## src/verilog/fsp_params.svh

```systemverilog
// Constants for the flash status poller: register map, fields, flash pin timing.
// Assumes inclusion by the design modules and the test bench; definitions only.
`ifndef FSP_PARAMS_SVH
`define FSP_PARAMS_SVH
`define FSP_OFF_CTRL      12'h000
`define FSP_OFF_ADDR      12'h004
`define FSP_OFF_WDATA     12'h008
`define FSP_OFF_STAT      12'h00c
`define FSP_OFF_RDATA     12'h010
`define FSP_CMD_IDLE      3'h0
`define FSP_CMD_WRITE     3'h1
`define FSP_CMD_READ      3'h2
`define FSP_CMD_POLL      3'h3
`define FSP_CMD_RESET     3'h4
`define FSP_CMD_SECT_ERS  3'h5
`define FSP_RESET_DATA    8'hf0
`define FSP_BIT_POLL      7
`define FSP_BIT_TOGGLE    6
`define FSP_BIT_TLIMIT    5
`define FSP_BIT_EWIN      3
`define FSP_CYC_NS        4
`define FSP_PULSE_NS      100
`define FSP_PULSE_CYC     ((`FSP_PULSE_NS + `FSP_CYC_NS - 1) / `FSP_CYC_NS)
`define FSP_RES_DONE      3'h0
`define FSP_RES_BUSY      3'h1
`define FSP_RES_FAIL      3'h2
`define FSP_RES_EWIN_ON   3'h3
`define FSP_RES_REJECT    3'h4
`endif

```

## src/verilog/fsp_pkg.sv

```systemverilog
// Types shared by the flash status poller modules.
// Assumes fsp_params.svh holds the numeric constants.
package fsp_pkg;
    typedef enum logic [3:0] {
        FSP_BUS_IDLE  = 4'b0001,
        FSP_BUS_SETUP = 4'b0010,
        FSP_BUS_PULSE = 4'b0100,
        FSP_BUS_DONE  = 4'b1000
    } fsp_bus_st_t;
    typedef enum logic [7:0] {
        FSP_IDLE   = 8'b0000_0001,
        FSP_RD1    = 8'b0000_0010,
        FSP_RD2    = 8'b0000_0100,
        FSP_RECHK1 = 8'b0000_1000,
        FSP_RECHK2 = 8'b0001_0000,
        FSP_EW_PRE = 8'b0010_0000,
        FSP_EW_CMD = 8'b0100_0000,
        FSP_EW_CHK = 8'b1000_0000
    } fsp_st_t;
endpackage

```

## src/verilog/fsp_poller.sv

```systemverilog
// Contract
// - Status check starts with two back-to-back full-byte reads compared.
// - Toggling with timing-limit high: recheck, then reset if still toggling; the poller only returns FSP_RES_FAIL, reset is a separate command.
// - Polling that pauses restarts from the first double read.
// - After timing-limit failure the host sends reset before array reads.
// - Host may skip erase-window flag only with commands under 50us apart.
// - Check erase-window flag before and after each added sector erase.
// - Data-polling needs valid target address; toggle bit any address.
// - Reset command is one write of F0 to any address.
//
// Flash status poller: APB-controlled host that drives a parallel NOR flash
// bus, issues commands, and runs the toggle-bit and erase-window checks.
// Assumes an APB master on pclk and flash pins wired through an external buffer.
//
// Added by the designer: the placing of the registers and the APB slave port.
`timescale 1ns/10ps
`include "fsp_params.svh"
module fsp_poller
    import fsp_pkg::*;
#(
    parameter int AW = 17
) (
    input  wire logic          pclk,
    input  wire logic          presetn,
    input  wire logic          psel,
    input  wire logic          penable,
    input  wire logic          pwrite,
    input  wire logic [11:0]   paddr,
    input  wire logic [31:0]   pwdata,
    output logic [31:0]        prdata,
    output logic               pready,
    output logic               pslverr,
    output logic [AW-1:0]      fl_addr,
    output logic               fl_ce_n,
    output logic               fl_oe_n,
    output logic               fl_we_n,
    input  wire logic [7:0]    fl_dq_in,
    output logic [7:0]         fl_dq_out,
    output logic               fl_dq_oe
);
    initial begin
        if (AW < 15 || AW > 20) $error("fsp_poller: AW out of range");
    end
    typedef struct packed {
        fsp_st_t       st;
        logic [2:0]    cmd;
        logic          go;
        logic [AW-1:0] addr;
        logic [7:0]    wd;
        logic [7:0]    rd;
        logic [7:0]    first;
        logic [2:0]    res;
        logic          busy;
        logic          done;
        logic          bstart;
        logic          bwr;
        logic [AW-1:0] baddr;
        logic [7:0]    bwd;
        logic [7:0]    dq_s1;
        logic [7:0]    dq_s2;
    } fsp_s_t;
    fsp_s_t s_r, s_nxt;
    logic       bdone;
    logic [7:0] brd;
    logic       wr_en;
    logic       toggled;
    fsp_bus_cycle #(.AW(AW)) u_cyc (
        .pclk    (pclk),
        .presetn (presetn),
        .start   (s_r.bstart),
        .wr      (s_r.bwr),
        .addr    (s_r.baddr),
        .wdata   (s_r.bwd),
        .dq_in   (s_r.dq_s2),
        .done    (bdone),
        .rdata   (brd),
        .fl_addr (fl_addr),
        .fl_ce_n (fl_ce_n),
        .fl_oe_n (fl_oe_n),
        .fl_we_n (fl_we_n),
        .dq_out  (fl_dq_out),
        .dq_oe   (fl_dq_oe)
    );
    assign pready  = 1'b1;
    assign pslverr = 1'b0;
    assign wr_en   = psel && penable && pwrite;
    assign toggled = brd[`FSP_BIT_TOGGLE] != s_r.first[`FSP_BIT_TOGGLE];
    always_comb begin
        prdata = 32'h0000_0000;
        unique case (paddr)
            `FSP_OFF_CTRL:  prdata = {29'h0, s_r.cmd};
            `FSP_OFF_ADDR:  prdata = 32'(s_r.addr);
            `FSP_OFF_WDATA: prdata = {24'h0, s_r.wd};
            `FSP_OFF_STAT:  prdata = {27'h0, s_r.res, s_r.done, s_r.busy};
            `FSP_OFF_RDATA: prdata = {24'h0, s_r.rd};
            default:        prdata = 32'h0000_0000;
        endcase
    end
    always_comb begin
        s_nxt        = s_r;
        s_nxt.dq_s1  = fl_dq_in;
        s_nxt.dq_s2  = s_r.dq_s1;
        s_nxt.bstart = 1'b0;
        s_nxt.go     = 1'b0;
        if (wr_en && !s_r.busy) begin
            unique case (paddr)
                `FSP_OFF_CTRL: begin
                    s_nxt.cmd = pwdata[2:0];
                    s_nxt.go  = 1'b1;
                end
                `FSP_OFF_ADDR:  s_nxt.addr = pwdata[AW-1:0];
                `FSP_OFF_WDATA: s_nxt.wd   = pwdata[7:0];
                default: ;
            endcase
        end
        unique case (s_r.st)
            FSP_IDLE: begin
                if (s_r.go) begin
                    s_nxt.busy   = 1'b1;
                    s_nxt.done   = 1'b0;
                    s_nxt.bstart = 1'b1;
                    s_nxt.baddr  = s_r.addr;
                    s_nxt.bwr    = 1'b1;
                    s_nxt.bwd    = s_r.wd;
                    unique case (s_r.cmd)
                        `FSP_CMD_WRITE: s_nxt.st = FSP_EW_CMD;
                        `FSP_CMD_RESET: begin
                            s_nxt.bwd = `FSP_RESET_DATA;
                            s_nxt.st  = FSP_EW_CMD;
                        end
                        `FSP_CMD_READ: begin
                            s_nxt.bwr = 1'b0;
                            s_nxt.st  = FSP_RECHK2;
                        end
                        `FSP_CMD_POLL: begin
                            s_nxt.bwr = 1'b0;
                            s_nxt.st  = FSP_RD1;
                        end
                        `FSP_CMD_SECT_ERS: begin
                            s_nxt.bwr = 1'b0;
                            s_nxt.st  = FSP_EW_PRE;
                        end
                        default: begin
                            s_nxt.bstart = 1'b0;
                            s_nxt.busy   = 1'b0;
                            s_nxt.done   = 1'b1;
                        end
                    endcase
                end
            end
            FSP_RD1: if (bdone) begin
                s_nxt.first  = brd;
                s_nxt.bstart = 1'b1;
                s_nxt.bwr    = 1'b0;
                s_nxt.st     = FSP_RD2;
            end
            FSP_RD2: if (bdone) begin
                if (!toggled) begin
                    s_nxt.res = `FSP_RES_DONE;
                    s_nxt.st  = FSP_IDLE;
                end else if (brd[`FSP_BIT_TLIMIT]) begin
                    s_nxt.first  = brd;
                    s_nxt.bstart = 1'b1;
                    s_nxt.st     = FSP_RECHK1;
                end else begin
                    s_nxt.res = `FSP_RES_BUSY;
                    s_nxt.st  = FSP_IDLE;
                end
            end
            FSP_RECHK1: if (bdone) begin
                s_nxt.res = toggled ? `FSP_RES_FAIL : `FSP_RES_DONE;
                s_nxt.st  = FSP_IDLE;
            end
            FSP_RECHK2: if (bdone) s_nxt.st = FSP_IDLE;
            FSP_EW_PRE: if (bdone) begin
                if (brd[`FSP_BIT_EWIN]) begin
                    s_nxt.res = `FSP_RES_EWIN_ON;
                    s_nxt.st  = FSP_IDLE;
                end else begin
                    s_nxt.bstart = 1'b1;
                    s_nxt.bwr    = 1'b1;
                    s_nxt.st     = FSP_EW_CMD;
                end
            end
            FSP_EW_CMD: if (bdone) begin
                if (s_r.cmd == `FSP_CMD_SECT_ERS) begin
                    s_nxt.bstart = 1'b1;
                    s_nxt.bwr    = 1'b0;
                    s_nxt.st     = FSP_EW_CHK;
                end else begin
                    s_nxt.res = `FSP_RES_DONE;
                    s_nxt.st  = FSP_IDLE;
                end
            end
            FSP_EW_CHK: if (bdone) begin
                s_nxt.res = brd[`FSP_BIT_EWIN] ? `FSP_RES_REJECT : `FSP_RES_DONE;
                s_nxt.st  = FSP_IDLE;
            end
        endcase
        if (s_r.st != FSP_IDLE && s_nxt.st == FSP_IDLE) begin
            s_nxt.busy = 1'b0;
            s_nxt.done = 1'b1;
            s_nxt.rd   = brd;
        end
    end
    always_ff @(posedge pclk or negedge presetn) begin
        if (!presetn) begin
            s_r <= '{st: FSP_IDLE, cmd: `FSP_CMD_IDLE, go: 1'b0, addr: '0, wd: 8'h00, rd: 8'h00,
                     first: 8'h00, res: `FSP_RES_DONE, busy: 1'b0, done: 1'b0, bstart: 1'b0,
                     bwr: 1'b0, baddr: '0, bwd: 8'h00, dq_s1: 8'h00, dq_s2: 8'h00};
        end else begin
            s_r <= s_nxt;
        end
    end
    AST_RD2_AFTER_RD1: assert property (@(posedge pclk) disable iff (!presetn)
        (s_r.st == FSP_RD1 && bdone) |=> (s_r.st == FSP_RD2 && s_r.bstart)) else $error("no second read");
    AST_FAIL_NEEDS_TL: assert property (@(posedge pclk) disable iff (!presetn)
        (s_r.st == FSP_RECHK1 && bdone && toggled) |=> s_r.res == `FSP_RES_FAIL) else $error("fail lost");
    AST_RESET_DATA: assert property (@(posedge pclk) disable iff (!presetn)
        (s_r.st == FSP_IDLE && s_r.go && s_r.cmd == `FSP_CMD_RESET) |=> s_r.bwd == `FSP_RESET_DATA)
        else $error("reset data wrong");
    AST_EWIN_BLOCK: assert property (@(posedge pclk) disable iff (!presetn)
        (s_r.st == FSP_EW_PRE && bdone && brd[`FSP_BIT_EWIN]) |=> (s_r.st == FSP_IDLE && !s_r.bstart))
        else $error("command sent with window closed");
    AST_EWIN_RECHECK: assert property (@(posedge pclk) disable iff (!presetn)
        (s_r.st == FSP_EW_CMD && bdone && s_r.cmd == `FSP_CMD_SECT_ERS) |=> s_r.st == FSP_EW_CHK)
        else $error("no post check");
    AST_POLL_RESTART: assert property (@(posedge pclk) disable iff (!presetn)
        (s_r.st == FSP_IDLE && s_r.go && s_r.cmd == `FSP_CMD_POLL) |=> s_r.st == FSP_RD1)
        else $error("poll not restarted");
    AST_DONE_STEADY: assert property (@(posedge pclk) disable iff (!presetn)
        (s_r.st == FSP_RD2 && bdone && !toggled) |=> (s_r.res == `FSP_RES_DONE && s_r.done))
        else $error("done not reported");
    AST_BUSY_NO_TL: assert property (@(posedge pclk) disable iff (!presetn)
        (s_r.st == FSP_RD2 && bdone && toggled && !brd[`FSP_BIT_TLIMIT]) |=> s_r.res == `FSP_RES_BUSY)
        else $error("busy not reported");
    COV_POLL_DONE: cover property (@(posedge pclk) s_r.st == FSP_RD2 && bdone && !toggled);
    COV_FAIL: cover property (@(posedge pclk) s_r.st == FSP_RECHK1 && bdone && toggled);
    COV_REJECT: cover property (@(posedge pclk) s_r.st == FSP_EW_CHK && bdone && brd[`FSP_BIT_EWIN]);
endmodule // fsp_poller

```

## src/verilog/fsp_bus_cycle.sv

```systemverilog
// One asynchronous flash bus cycle: read or write strobe of fixed width.
// Assumes the flash data pins reach dq_in already through two flip-flops.
`timescale 1ns/10ps
`include "fsp_params.svh"
module fsp_bus_cycle
    import fsp_pkg::*;
#(
    parameter int AW = 17
) (
    input  wire logic          pclk,
    input  wire logic          presetn,
    input  wire logic          start,
    input  wire logic          wr,
    input  wire logic [AW-1:0] addr,
    input  wire logic [7:0]    wdata,
    input  wire logic [7:0]    dq_in,
    output logic               done,
    output logic [7:0]         rdata,
    output logic [AW-1:0]      fl_addr,
    output logic               fl_ce_n,
    output logic               fl_oe_n,
    output logic               fl_we_n,
    output logic [7:0]         dq_out,
    output logic               dq_oe
);
    localparam logic [7:0] PULSE = 8'(`FSP_PULSE_CYC);
    initial begin
        if (AW < 15 || AW > 20) $error("fsp_bus_cycle: AW out of range");
    end
    typedef struct packed {
        fsp_bus_st_t   st;
        logic [7:0]    cnt;
        logic          wr;
        logic [AW-1:0] addr;
        logic [7:0]    wd;
        logic [7:0]    rd;
    } fsp_bc_t;
    fsp_bc_t s_r, s_nxt;
    always_comb begin
        s_nxt = s_r;
        unique case (s_r.st)
            FSP_BUS_IDLE: begin
                if (start) begin
                    s_nxt.st   = FSP_BUS_SETUP;
                    s_nxt.wr   = wr;
                    s_nxt.addr = addr;
                    s_nxt.wd   = wdata;
                end
            end
            FSP_BUS_SETUP: begin
                s_nxt.st  = FSP_BUS_PULSE;
                s_nxt.cnt = PULSE;
            end
            FSP_BUS_PULSE: begin
                s_nxt.cnt = s_r.cnt - 8'h01;
                if (s_r.cnt == 8'h01) begin
                    s_nxt.st = FSP_BUS_DONE;
                    // Sample just before strobe release; dq_in lags the pins by two flip-flops, so it shows them two cycles before the pulse ends
                    s_nxt.rd = dq_in;
                end
            end
            FSP_BUS_DONE: s_nxt.st = FSP_BUS_IDLE;
        endcase
    end
    always_ff @(posedge pclk or negedge presetn) begin
        if (!presetn) begin
            s_r <= '{st: FSP_BUS_IDLE, cnt: 8'h00, wr: 1'b0, addr: '0, wd: 8'h00, rd: 8'h00};
        end else begin
            s_r <= s_nxt;
        end
    end
    // Each read is a full CE/OE cycle, so successive status reads are distinct
    assign done    = (s_r.st == FSP_BUS_DONE);
    assign rdata   = s_r.rd;
    assign fl_addr = s_r.addr;
    assign fl_ce_n = !(s_r.st == FSP_BUS_PULSE);
    assign fl_oe_n = !(s_r.st == FSP_BUS_PULSE && !s_r.wr);
    assign fl_we_n = !(s_r.st == FSP_BUS_PULSE && s_r.wr);
    assign dq_out  = s_r.wd;
    assign dq_oe   = s_r.wr && (s_r.st != FSP_BUS_IDLE);
    AST_NO_OVERLAP: assert property (@(posedge pclk) disable iff (!presetn)
        !(!fl_oe_n && !fl_we_n)) else $error("oe and we low together");
    AST_PULSE_LEN: assert property (@(posedge pclk) disable iff (!presetn)
        $fell(fl_ce_n) |-> !fl_ce_n [*8]) else $error("strobe too short");
endmodule // fsp_bus_cycle

```

## config.mk

```make
export PLATFORM = sky130hd
export DESIGN_NAME = fsp_poller
export DESIGN_NICKNAME = d
export VERILOG_FILES = /design/src/verilog/fsp_pkg.sv /design/src/verilog/fsp_poller.sv /design/src/verilog/fsp_bus_cycle.sv
export VERILOG_INCLUDE_DIRS = /design/src /design/src/verilog
export SDC_FILE = /design/constraint.sdc
export NUM_CORES = 1
export LEC_CHECK = 0
export BUFFER_PORTS_ARGS = -buffer_cell sky130_fd_sc_hd__buf_2
export CAP_MARGIN = 20
export CORE_MARGIN = 5
export CORE_UTILIZATION = 40
export CTS_CLUSTER_SIZE = 12
export DETAILED_ROUTE_END_ITERATION = 10
export PLACE_DENSITY = 0.63
export SLEW_MARGIN = 5
export SYNTH_ARGS = -nofsm -noshare
export SYNTH_HDL_FRONTEND = slang
export SYNTH_SLANG_ARGS = --single-unit
```

## constraint.sdc

```tcl
create_clock -name pclk -period 2.7 [get_ports pclk]
set_input_delay 0.135 -clock pclk [delete_from_list [all_inputs] [get_ports pclk]]
set_output_delay 0.135 -clock pclk [all_outputs]
set_load 0.01 [all_outputs]
```

## Word level (Yosys, flattened, before mapping)

Cells that the tools add are included.

- Bits in writable memories: 0
- Latch bits: 0
- Flip-flop bits (word level): 146
- Memories: 0
- Bits in read-only memories: 0
- Output and inout bits: 63

- $lt $le $gt $ge: 0
- Bitwise logic cells: 0
- Shift-type cells: 0
- Eq/ne operators: 42
- $add $sub $neg: 1
- Reductions and logical operators: 34
- Multiply operators: 0
- Divide/modulo/power cells: 0
- Multiplexer cells: 53

Operator list:

| kind | number |
|---|---|
| one-hot mux 17 bit (5 select lines) | 1 |
| 2-to-1 mux 8 bit | 10 |
| one-hot mux 8 bit (6 select lines) | 1 |
| one-hot mux 8 bit (4 select lines) | 1 |
| 2-to-1 mux 3 bit | 10 |
| 2-to-1 mux 29 bit | 1 |
| 2-to-1 mux 7 bit | 4 |
| 2-to-1 mux 26 bit | 1 |
| equality test 12 x 4 -> 1 bit, second input constant | 2 |
| equality test 8 x 1 -> 1 bit, second input constant | 3 |
| inequality test 2 bit, second input constant | 12 |
| 2-to-1 mux 17 bit | 1 |
| 2-to-1 mux 2 bit | 8 |
| one-hot mux 4 bit (4 select lines) | 1 |
| one-hot mux 8 bit (2 select lines) | 1 |
| AND reduction 2 bit | 8 |
| one-hot mux 3 bit (5 select lines) | 1 |
| one-hot mux 7 bit (2 select lines) | 1 |
| equality test 12 x 3 -> 1 bit, second input constant | 1 |
| equality test 12 x 5 -> 1 bit, second input constant | 1 |
| logical NOT 12 bit | 1 |
| 2-to-1 mux 4 bit | 3 |
| 2-to-1 mux 10 bit | 1 |
| AND reduction 9 bit | 1 |
| other kinds (33) | 55 |

## Longest topological paths before layout

- Word-level depth: 9
- Gate-level depth with buffers: 8

## By module

A second synthesis with hierarchy kept.

- Cells, all modules: 552
- Area, all modules: 6518.8 um^2

By module, submodules not included:

| module | area an instance (um^2) | cells an instance | times used | sequential area each (um^2) |
|---|---|---|---|---|
| fsp_poller | 4324.1 | 381 | 1 | 2353.5 |
| fsp_bus_cycle | 2194.6 | 171 | 1 | 1152.4 |

## Worst setup path before layout

No wires, ideal clock.

- Path kind: register to register
- Start: reg s_r[97] (netlist bit)
- End: reg s_r[45] (netlist bit)
- Arrival time: 2165 ps
- Setup slack: 407 ps
- Path buffers: 1
- Cell stages (with the launch flop): 7
- Period minus slack after synthesis: 2293 ps
- Cell sequence: dfrtp_1 buf_2 or4_4 or4b_4 and3b_1 o21ai_2 mux2_1

- Word-level cells in the longest chain between the ends: 3

Ends and longest elaborated chain:

| what | line | source |
|---|---|---|
| from (decl) | fsp_poller.sv:62 | `fsp_s_t s_r, s_nxt;` |
| from (signal assigned) | fsp_poller.sv:208 | `` s_r <= '{st: FSP_IDLE, cmd: `FSP_CMD_IDLE, go: 1'b0, addr: '0, wd: 8'h00, rd: 8'h00, `` |
| from (signal assigned) | fsp_poller.sv:212 | `s_r <= s_nxt;` |
| equality test 8 x 3 -> 1 bit (tied with other cells) | fsp_poller.sv:116 | `unique case (s_r.st)` |
| inequality test 3 bit (no line) (tied with other cells) | - |  |
| AND reduction 9 bit (no line) | - |  |

Parallel ways exist; a longest one is shown, timed or not.
A chain may end at the register's enable or synchronous reset.

==> flow_summary.toml <==
[synth]
synth_cell_types = 61
yosysWarningCount = 0
ys_seq_area_share_pct = 55.0
synth-main-ff-cell = "dfrtp_1"
syn_area_per_cell_um2 = 11.4
async_reset_ff_share_pct = 100
syn_inst = 557
ys_top_cells_by_area = "dfrtp_1 (54%), mux2_2 (11%), buf_4 (4.9%)"
synth_seq_cells = 140
synthesis.area_um2 = 6380
synth_edf_count = 0
synth_top_area_share_pct = 54.1
synth_top_area_cell = "dfrtp_1"

[clocking]
cts-resized-gates = 0
cts.sinks = 140
cts_tree = "built"
cts-root-buf = "clkbuf_16"
cts_buffers = 17
clockBufferDepth = 2
cts_hold_buf = 26
insertion_delay_ns = 0.42
path_clk_slew_ns = 0.06
cts_max_level = 4
cts_setup_buffers = 0

[routing]
drc = 0
totalWireLength_um = 14200
avgRoutedWirePerCell_um = 16.1
drt_iter0_markers = 316
via_count = 4424
viasPerCell = 5.04
ant_nets = 0
drt_first_pass_iters = 4

[final_layout]
antenna_cells = 0
fin_cells = 877
layout-drive-gt1-share_pct = 33.0
final_nets = 707
post-route-util_pct = 48.5
area_delta_synth_final_pct = 19.9
n_fill_cell = 1451

[run]
maxCapViolCount = 0

[floorplanning]
ios = 120
core_area_um2 = 15800
rows = 46
die_y_um = 136
die_w_um = 136
initial_core_util_pct = 40.4
dieArea_um2 = 18600

[global_route]
grt_max_degree = 74
busiest_layer = "met2"
grt_pass1_wl_um = 23300
antenna_found_initial = 0
grt-ovfl-total = 0
grtUsageTotal_pct = 16.2
grt_pass1_vias = 4454
grt_use_met3_pct = 3.74
use_met1_pct = 22.2
met2_usage_pct = 25.2

[sta]
clock-skew-final_ns = 0.00649
setup_tns_ns = 0
finalHoldViolCount = 0
fin_hold_ws_ns = 0.246
post-route-period-util_pct = 91.9
worst_pin_slew_ns = 0.701
rsz0062_at_grt = "false"
slew-limit-headroom_pct = 52.6
drv_slew = 0
setup_violations = 0
max_freq_ghz = 0.403
min_period_ns = 2.48

[power]
leakage_nw = 3.94
power.internal_mw = 3.52
power_density_nw_per_um2 = 612
p_total_mw = 4.68
switching_share_pct = 24.8
power_switching_mw = 1.16
ir_worst_vdd_mv = 0.421
p_seq_share_pct = 47.4
power_frac_clock_pct = 45.4
combPwrFrac_pct = 7.2

[worst_setup_path]
reg2reg_from = "s_r[100]"
path_delay_family = "simple AND/OR/NAND/NOR gates"
start_kind = "flop"
cp.arrival_ns = 2.78
crit_buf_inv = 0
crit_path_max_incr_delay_ns = 0.61
worstSetupEndpointType = "flop"
cp_cell_sequence = "or4_4 > or4_1 > o211a_2 > mux2_4 > a22o_1"
path_max_fanout = 11
crit_cells = 5
worstSetupPathType = "reg2reg"
required_ns = 3.00
ff2ff_path_depth = 5
crit_start = "s_r[100]"
crit_slowest_cell = "or4_4"

[worst_hold_path]
hold_depth = 3
worstHoldPathType = "in2reg"
worstHoldStart = "paddr[3]"

[outcome]
status = "complete, no violations"

[placement]
numPortBuffers = 87
dp.cells = 819
dp_hpwl_um = 10300
place_congestion = 0.835
## worst paths after layout
check,to,slack [ns]
min,s_r[89],0.25
max in group asynchronous,u_cyc.s_r[42],1.64
min reg2reg,s_r[2],0.35
max reg2reg,s_r[100],0.22
min in group asynchronous,s_nxt[6],0.29
max,s_r[100],0.22
## cells by family after synthesis
group                    after synthesis  share of synthesized area (%)
XOR/XNOR                               5                          0.687
AND/OR/NAND/NOR                      189                           15.2
buffers and inverters                 79                           7.49
flip-flops                           140                           55.0
AO/OA/AOI/OAI                         61                           7.18
multiplexers                          79                           13.9
other                                  2                          0.118
adder cells (fa/ha/maj)                2                          0.392
## tightest hold or removal path, delay by kind of cell
family                 cells  cell delay (ns)
AND/OR/NAND/NOR            2             0.32
buffers and inverters      1             0.13
## placed cells by master, fill, tap and decap left out, types with 3 or more instances in the layout
cell / Yosys / layout
nor3_1: 14 / 13
mux2_1: 9 / 9
and2_1: 10 / 10
dfrtp_1: 138 / 138
mux2i_1: 4 / 4
dlygate4sd3_1: 0 / 26
clkinv_2: 0 / 3
a21o_1: 3 / 3
buf_2: 7 / 86
a221o_1: 5 / 5
inv_1: 9 / 9
nand2_1: 77 / 77
and3b_1: 3 / 3
nor2_1: 24 / 24
mux2_2: 65 / 65
and3_1: 4 / 4
nor4_1: 7 / 7
or2_2: 4 / 4
a21oi_1: 8 / 8
clkinv_4: 0 / 5
or4_1: 3 / 3
xor2_1: 4 / 4
o21ai_0: 16 / 16
nor2b_1: 5 / 5
inv_6: 0 / 3
conb_1: 2 / 17
a22o_1: 7 / 7
buf_4: 42 / 12
nor3b_1: 3 / 3
clkbuf_16: 0 / 17
nand3_1: 15 / 15
nor4b_1: 3 / 3
o2bb2ai_1: 6 / 6
## metal layers
layer / share of wire (%) / vias up
met1: 46 / 2215
met3: 4.7 / 16
met2: 48 / 121
li1: - / 2072
met4: 1.4 / 0
met5: 0 / -
## cells in the mapped netlist (2+ instances only)
| library cell | n |
|---|---|
| nand3b_1 | 2 |
| a22o_1 | 7 |
| o2bb2ai_1 | 6 |
| dfstp_2 | 2 |
| mux2i_1 | 4 |
| buf_6 | 2 |
| a21o_1 | 3 |
| nor3b_1 | 3 |
| and3_1 | 4 |
| dfrtp_1 | 138 |
| nand2b_1 | 2 |
| or4_1 | 3 |
| nor2_1 | 24 |
| nand3_1 | 15 |
| or4_4 | 2 |
| a21oi_1 | 8 |
| ha_1 | 2 |
| o21ai_0 | 16 |
| buf_2 | 7 |
| mux2_1 | 9 |
| nor4b_2 | 2 |
| or2_2 | 4 |
| xor2_1 | 4 |
| nor3_1 | 14 |
| and3b_1 | 3 |
| clkbuf_1 | 18 |
| conb_1 | 2 |
| buf_4 | 42 |
| and2_1 | 10 |
| mux2_2 | 65 |
| nand4b_1 | 2 |
| nor4_1 | 7 |
| o311ai_0 | 2 |
| nor4b_1 | 3 |
| nand2_1 | 77 |
| a221o_1 | 5 |
| nor2b_1 | 5 |
| or3_1 | 2 |
| inv_1 | 9 |
## flip-flops by register name, indices dropped and copies added (netlist names)
signal and cells:
u_cyc.dq_out 8, s_r 86, u_cyc.fl_addr 17, u_cyc.rdata 8
s_nxt 8, u_cyc.s_r 13
## through the flow
step                      setup slack, ns  area, um^2
after detailed placement            0.243        6840
final                               0.220        7650
after global placement              0.284        6840
after CTS                           0.228        7650
after floorplan                     0.407        6430
after global routing               0.0878        7650
## power groups by stage
stage | sequential [mW] | clock [mW] | combinational, mW
after floorplan | 2.24 | 0 | 0.208
after global placement | 2.25 | 0 | 0.291
after detailed placement | 2.25 | 0 | 0.312
after CTS | 2.22 | 2.18 | 0.343
after global routing | 2.23 | 2.27 | 0.386
final | 2.22 | 2.13 | 0.337
## cell type report
| class | count | area [um^2] | area share (%) |
|---|---|---|---|
| Sequential cell | 140 | 3510 | 45.8 |
| Multi-Input combinational cell | 353 | 2450 | 32.1 |
| Timing Repair Buffer | 127 | 832 | 10.9 |
| Clock buffer | 18 | 439 | 5.74 |
| Tap cell | 216 | 270 | 3.53 |
| Clock inverter | 14 | 111 | 1.46 |
| Inverter | 9 | 33.8 | 0.442 |
Note: power is estimated with default switching activity, not from simulation.
